$ cat src/hdl/eec_params.svh
// constants of the serial eeprom command controller: offsets, fields, reset values, timing
// assumes inclusion by bare name from the controller and from the testbench
`ifndef EEC_PARAMS_SVH
`define EEC_PARAMS_SVH
// ==========================================
// register map (byte addresses on apb)
`define EEC_ADDR_W 12
`define EEC_CMD_OFFSET 12'h0B0
`define EEC_DATA_OFFSET 12'h0B4
// ==========================================
// command register fields
`define EEC_BUSY_BIT 31
`define EEC_OP_HI 30
`define EEC_OP_LO 28
`define EEC_TMO_BIT 9
`define EEC_LOADED_BIT 8
`define EEC_LOC_HI 7
`define EEC_LOC_LO 0
`define EEC_CMD_GAP_W 18
// ==========================================
// data register and reset values
`define EEC_BYTE_HI 7
`define EEC_BYTE_LO 0
`define EEC_RSVD_W 24
`define EEC_BYTE_RESET 8'h00
`define EEC_LOC_RESET 8'h00
`define EEC_MAC_RESET 48'h0000_0000_0000
// ==========================================
// station address reload
`define EEC_MARKER_DEFAULT 8'h5A
`define EEC_MARKER_LOC 8'h00
`define EEC_RLD_MARK_IDX 3'h0
`define EEC_RLD_LAST_IDX 3'h6
`define EEC_RLD_STEP 3'h1
`define EEC_BYTE_BITS 8
// ==========================================
// timing
`define EEC_CLK_HZ 10000000
`define EEC_MS_PER_S 1000
`define EEC_TIMEOUT_MS 30
`endif

$ cat src/hdl/eec_pkg.sv
// types of the serial eeprom command controller
// assumes eec_params.svh on the include path
package eec_pkg;
    // ==========================================
    // command codes as held in the command register
    typedef enum logic [2:0]
    {
        EEC_OP_READ = 3'h0,
        EEC_OP_LOCK = 3'h1,
        EEC_OP_UNLOCK = 3'h2,
        EEC_OP_WRITE = 3'h3,
        EEC_OP_WRITE_ALL = 3'h4,
        EEC_OP_ERASE = 3'h5,
        EEC_OP_ERASE_ALL = 3'h6,
        EEC_OP_RELOAD = 3'h7
    } eec_op_e;
    // ==========================================
    // controller states, one-hot
    typedef enum logic [2:0]
    {
        EEC_S_IDLE = 3'h1,
        EEC_S_WAIT = 3'h2,
        EEC_S_GAP = 3'h4
    } eec_state_e;
endpackage

$ cat src/hdl/eec_timer.sv
// no-response watchdog for one eeprom operation
// assumes run_in stays high for the whole wait and drops between operations
module eec_timer #(
    parameter int unsigned LIMIT = 300000
)
(
    input wire logic clk_in,
    input wire logic reset_n_in,
    input wire logic run_in,
    output logic expired_out
);
    logic [31:0] count;
    wire logic at_limit;

    // ==========================================
    // counter
    // restarts whenever run drops, so each operation gets the full window
    assign at_limit = run_in && (count == LIMIT - 32'h1);

    always_ff @(posedge clk_in or negedge reset_n_in)
    begin
        if (!reset_n_in)
        begin
            count <= '0;
            expired_out <= 1'b0;
        end
        else
        begin
            count <= (run_in && !at_limit) ? count + 32'h1 : '0;
            expired_out <= at_limit;
        end
    end
endmodule

$ cat src/hdl/eec_ctrl.sv
// serial eeprom command controller: apb register slave plus command sequencer
// assumes a request/done eeprom engine outside, and a single 10 MHz clock
`include "eec_params.svh"

// Notes on behaviour
// after the lock command, erase and write commands are ignored until unlocked
// after the unlock command, erase and write stay allowed until locked or reset
// after reset the erase/write path starts locked
// erase or write while locked fails; software must unlock first
// unlocked single write stores the data register byte
// single write targets the location field of the command register
// unlocked write-all copies the data register byte into every location
// unlocked single erase erases only the selected location
// reload reads station address; marker at location zero required, else nothing loaded
// unlocked erase-all starts one bulk erase of the whole array
// no answer in 30 ms: abandon, go idle, set sticky timeout flag
// sticky loaded flag sets after a successful load at reset or reload
// data register low byte holds eeprom data; upper bits reserved, read zero
module eec_ctrl #(
    parameter int unsigned TIMEOUT_CYCLES = `EEC_TIMEOUT_MS * (`EEC_CLK_HZ / `EEC_MS_PER_S),
    parameter logic [7:0] MARKER = `EEC_MARKER_DEFAULT
)
(
    input wire logic clk_in,
    input wire logic reset_n_in,
    input wire logic psel_in,
    input wire logic penable_in,
    input wire logic pwrite_in,
    input wire logic [`EEC_ADDR_W-1:0] paddr_in,
    input wire logic [31:0] pwdata_in,
    output logic [31:0] prdata_out,
    output logic pready_out,
    output logic pslverr_out,
    output logic eep_req_out,
    output logic [2:0] eep_op_out,
    output logic [7:0] eep_addr_out,
    output logic [7:0] eep_wdata_out,
    input wire logic eep_done_in,
    input wire logic [7:0] eep_rdata_in,
    output logic [47:0] mac_addr_out,
    output logic mac_loaded_out
);
    eec_pkg::eec_state_e state;
    eec_pkg::eec_state_e next_state;
    eec_pkg::eec_op_e cmd_op;
    logic [7:0] cmd_loc;
    logic [7:0] data_byte;
    logic [2:0] rld_idx;
    logic unlocked;
    logic tmo_flag;
    logic boot_pending;
    logic tmo_exp;

    // ==========================================
    // helpers
    function automatic logic is_modify(input logic [2:0] op);
        is_modify = (op == eec_pkg::EEC_OP_WRITE) || (op == eec_pkg::EEC_OP_WRITE_ALL) ||
                    (op == eec_pkg::EEC_OP_ERASE) || (op == eec_pkg::EEC_OP_ERASE_ALL);
    endfunction

    function automatic int unsigned mac_pos(input logic [2:0] idx);
        mac_pos = (int'(idx) - int'(`EEC_RLD_STEP)) * `EEC_BYTE_BITS;
    endfunction

    // ==========================================
    // apb decode
    wire logic access_ph = psel_in && penable_in;
    wire logic hit_cmd = (paddr_in == `EEC_CMD_OFFSET);
    wire logic hit_data = (paddr_in == `EEC_DATA_OFFSET);
    wire logic hit_any = hit_cmd || hit_data;
    wire logic commit = access_ph && pready_out;
    wire logic wr_commit = commit && pwrite_in && hit_any;
    wire logic is_idle = (state == eec_pkg::EEC_S_IDLE);
    wire logic busy_view = !is_idle || boot_pending;
    wire logic [2:0] wr_op = pwdata_in[`EEC_OP_HI:`EEC_OP_LO];
    wire logic [7:0] wr_loc = pwdata_in[`EEC_LOC_HI:`EEC_LOC_LO];
    // a command write while busy is dropped except for its flag-clear bits; software polls the busy bit first
    wire logic cmd_wr_ok = wr_commit && hit_cmd && !busy_view;
    wire logic start_cmd = cmd_wr_ok && pwdata_in[`EEC_BUSY_BIT];
    wire logic [31:0] cmd_view = {busy_view, cmd_op, {`EEC_CMD_GAP_W{1'b0}}, tmo_flag, mac_loaded_out, cmd_loc};
    wire logic [31:0] data_view = {{`EEC_RSVD_W{1'b0}}, data_byte};
    wire logic [31:0] next_prdata = hit_cmd ? cmd_view : (hit_data ? data_view : '0);

    // ==========================================
    // launch decision
    wire logic launch_req = is_idle && (boot_pending || start_cmd);
    wire logic [2:0] launch_op = boot_pending ? eec_pkg::EEC_OP_RELOAD : wr_op;
    wire logic locked_drop = launch_req && is_modify(launch_op) && !unlocked;
    wire logic launch = launch_req && !locked_drop;
    wire logic launch_rld = launch_op == eec_pkg::EEC_OP_RELOAD;
    wire logic [2:0] next_eep_op = launch_rld ? eec_pkg::EEC_OP_READ : launch_op;
    wire logic [7:0] next_eep_addr = (launch_rld || boot_pending) ? `EEC_MARKER_LOC : wr_loc;

    // ==========================================
    // completion decode
    wire logic waiting = (state == eec_pkg::EEC_S_WAIT);
    wire logic done = waiting && eep_done_in;
    // an answer in the same cycle as the watchdog fires still counts
    wire logic tmo_hit = waiting && tmo_exp && !eep_done_in;
    wire logic cur_rld = (cmd_op == eec_pkg::EEC_OP_RELOAD);
    wire logic at_mark = (rld_idx == `EEC_RLD_MARK_IDX);
    wire logic at_last = (rld_idx == `EEC_RLD_LAST_IDX);
    wire logic mark_ok = at_mark && (eep_rdata_in == MARKER);
    wire logic rld_cont = cur_rld && (mark_ok || (!at_mark && !at_last));
    wire logic rld_store = done && cur_rld && !at_mark;
    wire logic rld_finish = rld_store && at_last;
    wire logic in_gap = (state == eec_pkg::EEC_S_GAP);

    assign next_state = launch ? eec_pkg::EEC_S_WAIT :
                        in_gap ? eec_pkg::EEC_S_WAIT :
                        tmo_hit ? eec_pkg::EEC_S_IDLE :
                        (done && rld_cont) ? eec_pkg::EEC_S_GAP :
                        done ? eec_pkg::EEC_S_IDLE : state;

    // ==========================================
    // watchdog
    eec_timer #(
        .LIMIT(TIMEOUT_CYCLES)
    )
    u_eec_timer (
        .clk_in(clk_in),
        .reset_n_in(reset_n_in),
        .run_in(waiting && !eep_done_in),
        .expired_out(tmo_exp)
    );

    // ==========================================
    // apb answer: one wait state so read data comes from a flop
    always_ff @(posedge clk_in or negedge reset_n_in)
    begin
        if (!reset_n_in)
        begin
            pready_out <= 1'b0;
            pslverr_out <= 1'b0;
            prdata_out <= '0;
        end
        else
        begin
            pready_out <= access_ph && !pready_out;
            pslverr_out <= access_ph && !pready_out && !hit_any;
            prdata_out <= next_prdata;
        end
    end

    // ==========================================
    // sequencer state and command fields
    always_ff @(posedge clk_in or negedge reset_n_in)
    begin
        if (!reset_n_in)
        begin
            state <= eec_pkg::EEC_S_IDLE;
            cmd_op <= eec_pkg::EEC_OP_READ;
            cmd_loc <= `EEC_LOC_RESET;
            boot_pending <= 1'b1;
        end
        else
        begin
            state <= next_state;
            if (launch_req)
                boot_pending <= 1'b0;
            if (launch_req)
                cmd_op <= eec_pkg::eec_op_e'(launch_op);
            else if (cmd_wr_ok)
                cmd_op <= eec_pkg::eec_op_e'(wr_op);
            if (cmd_wr_ok)
                cmd_loc <= wr_loc;
        end
    end

    // ==========================================
    // unlock state; reset leaves it locked
    always_ff @(posedge clk_in or negedge reset_n_in)
    begin
        if (!reset_n_in)
            unlocked <= 1'b0;
        else if (done && cmd_op == eec_pkg::EEC_OP_UNLOCK)
            unlocked <= 1'b1;
        else if (done && cmd_op == eec_pkg::EEC_OP_LOCK)
            unlocked <= 1'b0;
    end

    // ==========================================
    // sticky flags: hardware set wins over a same-cycle clear
    wire logic clr_tmo = wr_commit && hit_cmd && pwdata_in[`EEC_TMO_BIT];
    wire logic clr_loaded = wr_commit && hit_cmd && pwdata_in[`EEC_LOADED_BIT];

    always_ff @(posedge clk_in or negedge reset_n_in)
    begin
        if (!reset_n_in)
        begin
            tmo_flag <= 1'b0;
            mac_loaded_out <= 1'b0;
        end
        else
        begin
            tmo_flag <= tmo_hit || (tmo_flag && !clr_tmo);
            mac_loaded_out <= rld_finish || (mac_loaded_out && !clr_loaded);
        end
    end

    // ==========================================
    // data register: eeprom read result wins over a host write
    always_ff @(posedge clk_in or negedge reset_n_in)
    begin
        if (!reset_n_in)
            data_byte <= `EEC_BYTE_RESET;
        else if (done && cmd_op == eec_pkg::EEC_OP_READ)
            data_byte <= eep_rdata_in;
        else if (wr_commit && hit_data && !busy_view)
            data_byte <= pwdata_in[`EEC_BYTE_HI:`EEC_BYTE_LO];
    end

    // ==========================================
    // station address reload
    // the address is written piecewise, so it is only trusted once the loaded flag rises
    always_ff @(posedge clk_in or negedge reset_n_in)
    begin
        if (!reset_n_in)
        begin
            rld_idx <= `EEC_RLD_MARK_IDX;
            mac_addr_out <= `EEC_MAC_RESET;
        end
        else
        begin
            if (launch)
                rld_idx <= `EEC_RLD_MARK_IDX;
            else if (done && rld_cont)
                rld_idx <= rld_idx + `EEC_RLD_STEP;
            if (rld_store)
                mac_addr_out[mac_pos(rld_idx) +: `EEC_BYTE_BITS] <= eep_rdata_in;
        end
    end

    // ==========================================
    // eeprom request port
    always_ff @(posedge clk_in or negedge reset_n_in)
    begin
        if (!reset_n_in)
        begin
            eep_req_out <= 1'b0;
            eep_op_out <= eec_pkg::EEC_OP_READ;
            eep_addr_out <= `EEC_LOC_RESET;
            eep_wdata_out <= `EEC_BYTE_RESET;
        end
        else if (launch)
        begin
            eep_req_out <= 1'b1;
            eep_op_out <= next_eep_op;
            eep_addr_out <= next_eep_addr;
            eep_wdata_out <= data_byte;
        end
        else if (in_gap)
        begin
            eep_req_out <= 1'b1;
            eep_addr_out <= {5'h00, rld_idx};
        end
        else if (done || tmo_hit)
            eep_req_out <= 1'b0;
    end
endmodule

$ cat config.mk
export PLATFORM = sky130hd
export DESIGN_NAME = eec_ctrl
export DESIGN_NICKNAME = d
export VERILOG_FILES = /design/src/hdl/eec_pkg.sv /design/src/hdl/eec_timer.sv /design/src/hdl/eec_ctrl.sv
export VERILOG_INCLUDE_DIRS = /design/src /design/src/hdl
export SDC_FILE = /design/constraint.sdc
export NUM_CORES = 1
export LEC_CHECK = 0
export ABC_AREA = 1
export BUFFER_PORTS_ARGS = -buffer_cell sky130_fd_sc_hd__buf_2
export CORE_MARGIN = 1
export CORE_UTILIZATION = 45
export CTS_CLUSTER_DIAMETER = 30
export DETAILED_ROUTE_END_ITERATION = 6
export PLACE_DENSITY_LB_ADDON = 0.15
export SLEW_MARGIN = 10
export SYNTH_ARGS = -nofsm -noshare
export SYNTH_HDL_FRONTEND = slang
export SYNTH_SLANG_ARGS = --single-unit
export TNS_END_PERCENT = 20
$ cat constraint.sdc
create_clock -name clk_in -period 3.8 [get_ports clk_in]
set_input_delay 0.76 -clock clk_in [delete_from_list [all_inputs] [get_ports clk_in]]
set_output_delay 0.76 -clock clk_in [all_outputs]
set_load 0.005 [all_outputs]
==> impl_metrics.toml <==
[synth]
synth_area_leaders = "dfrtp_1 49%, nand2_1 12%, nor2_1 6.4%"
muxShareOfSynthArea_pct = 0
synth_top_family_by_area = "simple AND/OR/NAND/NOR gates"
synth_top_area_share_pct = 48.6
synth_area_um2 = 7410
yosys.area.top_type = "dfrtp_1"
ys_seq_elements = 146
yosys.area_share.adder_pct = 1.86
yosys.area_share.simple_pct = 30.0
avgSynthCellArea_um2 = 8.20
synthDistinctLibCells = 41
synth_compound_area_share_pct = 7.14
synthCells = 904
yosysWarnings = 0
yosys.area_share.xor_xnor_pct = 3.31
synth.yosys.seq_area_share_pct = 49.3

[floorplan]
io_pins = 161
fp.dieW_um = 130
initial_core_util_pct = 46.3
die-height_um = 130
num_rows = 46
core_um2 = 16000
die_area_um2 = 17000

[sta]
setup_viol = 0
worstMarginPinSlew_ns = 1.07
min_period_ns = 3.04
min_period_over_period_pct = 79.9
relSlewSlack_pct = 28.6
final_hold_viol_count = 0
hold_ws_ns = 0.312
rsz0062_at_grt = "false"
fmax_mhz = 329
finalSetupTns_ns = 0
drv_slew = 0
clock_skew_ns = 0.0115

[job]
maxCapViolations = 0

[global_route]
grt_overflow = 0
grt_max_degree = 64
antenna_found_initial = 0
grt_pass1_vias = 5729
grt_pass1_wl_um = 28500
grt_usage_pct = 21.9

[routing]
first_pass_iters = 5
drt_iter0_drc = 415
wirelength_um = 17400
drtAntennaViolNets = 0
avgViaCountPerCell = 4.94
drc = 0
wl_per_cell_um = 13.8
vias = 6223

[cts]
cts_post_setup_buffers_inserted = 0
cts_tree = "done"
clk_pin_slew_worst_paths_ns = 0.06
cts_resized = 0
clock_latency_ns = 0.43
postCtsHoldBufs = 0
cts-root-buf = "clkbuf_16"
htree_levels = 4
clk_path_buf_depth = 2
cts.sinks = 146
cts_buffers = 17

[critical_path]
cp-end-kind = "flip-flop"
crit_arrival_ns = 3.35
critPathMaxFanout = 19
path_class = "reg -> reg"
start_kind = "flip-flop"
required_ns = 4.11

[place]
portBuffers = 124
hpwl_um = 12800
place_inst = 1228
gp_congestion = 0.876

[final_layout]
area_delta_synth_final_pct = 18.8
final_util_pct = 55.0
layout.cells.non_filler = 1260
antenna_cells = 0
drive_above_1_share_pct = 20.3
fin_nets = 1100

[power_and_ir_drop]
sw_frac_of_total_pct = 24.4
power_leakage_uw = 0.00440
powerDensity_nw_per_um2 = 429
p_sw_uw = 922
power.share.clock_pct = 47.3
sequentialPowerShare_pct = 44.7
ir_drop_mv = 0.314
p_int_uw = 2850
p_comb_share_pct = 8.0

[outcome]
outcome = "finished clean"

[hold_path]
hp-class = "in -> async"
==> cell type report <==
class	instances	area, um^2
multi-input combinational	643	3200
timing repair buffer	133	707
inverter	90	338
clock buffer	20	447
fill	1573	7200
tap	216	270
clock inverter	12	179
sequential	146	3660
==> worst paths after layout <==
| kind | from | to | slack, ns | cells past startpoint |
|---|---|---|---|---|
| min reg2reg | mac_addr_out[19]$_DFFE_PN0P_ | mac_addr_out[19]$_DFFE_PN0P_ | 0.46 | 2 |
| max in group asynchronous | reset_n_in | state[0]$_DFFE_PN1P_ | 2.71 | 2 |
| max reg2reg | rld_idx[0]$_DFFE_PN0P_ | mac_addr_out[5]$_DFFE_PN0P_ | 0.76 | 17 |
| max | rld_idx[0]$_DFFE_PN0P_ | mac_addr_out[5]$_DFFE_PN0P_ | 0.76 | 17 |
| min in group clk_in | mac_addr_out[19]$_DFFE_PN0P_ | mac_addr_out[19]$_DFFE_PN0P_ | 0.46 | 2 |
| min | reset_n_in | mac_addr_out[14]$_DFFE_PN0P_ | 0.31 | 1 |
==> cells in the mapped netlist (all sizes together) <==
cell type,count
o2111ai,1
o22ai,7
inv,90
nand4,32
dfstp,2
ha,11
or2,1
o21ai,63
a31oi,3
xnor2,8
a21oi,4
o311ai,2
nand3b,1
nor2,138
conb,1
clkbuf,4
xor2,20
o31ai,1
nand3,46
nand2,241
o21a,1
nor3b,1
buf,38
nor3,38
a21boi,1
nor4,4
or3b,1
dfrtp,144
==> kinds of logic after synthesis <==
family / Yosys count
simple gates: 503
flops: 146
buf+inv: 132
compound gates: 83
xor+xnor: 28
fa+ha+maj: 11
other cells: 1
==> layer usage <==
layer  vias to the layer above  GRT usage, %  share of wire [%]
li1                       3134             -                  -
met1                      2892          30.1                 48
met2                       177          34.6                 46
met3                        20          4.10                4.2
met4                         0          8.14                1.7
met5                         -             0                  0
==> power groups by stage <==
stage,Sequential (uW),Clock (uW),Combinational (uW)
floorplan,1710,0,188
global placement,1710,0,297
detailed placement,1720,0,304
CTS,1690,1820,306
global route,1700,1880,347
finish,1690,1790,301
==> state kept, by name, summed over array words and instances (netlist names), 3 cells and up <==
| signal | count |
|---|---|
| mac_addr_out | 48 |
| rld_idx | 3 |
| eep_op_out | 3 |
| prdata_out | 14 |
| cmd_op | 3 |
| data_byte | 8 |
| eep_wdata_out | 8 |
| cmd_loc | 8 |
| u_eec_timer.count | 32 |
| eep_addr_out | 8 |
| state | 3 |
==> cell usage in the layout, fill, tap and decap left out, types with 5 or more instances in the layout <==
cell / n
buf_2: 123
buf_4: 8
clkbuf_16: 17
conb_1: 18
dfrtp_1: 144
ha_1: 11
inv_1: 87
nand2_1: 235
nand2_2: 5
nand3_1: 43
nand4_1: 31
nor2_1: 126
nor2_2: 6
nor2_4: 5
nor3_1: 38
o21ai_0: 40
o21ai_2: 22
o22ai_1: 7
xnor2_1: 8
xor2_1: 20
==> critical path, cell delays in order, from the launching register on <==
cell	delay [ns]
dfrtp_1	0.60
inv_1	0.12
buf_4	0.19
ha_1	0.21
nand2_1	0.09
nand3_1	0.10
nor2_1	0.15
inv_1	0.06
ha_1	0.28
nand2_1	0.05
nor3_1	0.14
nand3_1	0.09
nand2_1	0.07
nand2_1	0.12
nor2_8	0.28
nand2_4	0.21
nand2_1	0.12
o21ai_2	0.05
==> stage by stage <==
stage | setup WS (ns) | area [um^2] | power (uW)
final | 0.765 | 8800 | 3770
after global routing | 0.424 | 8800 | 3920
after CTS | 0.739 | 8800 | 3810
after detailed placement | 0.772 | 8170 | 2020
after global placement | 0.786 | 8170 | 2010
after floorplan | 0.975 | 7470 | 1890
No activity file was read; power rests on OpenSTA's default activity.
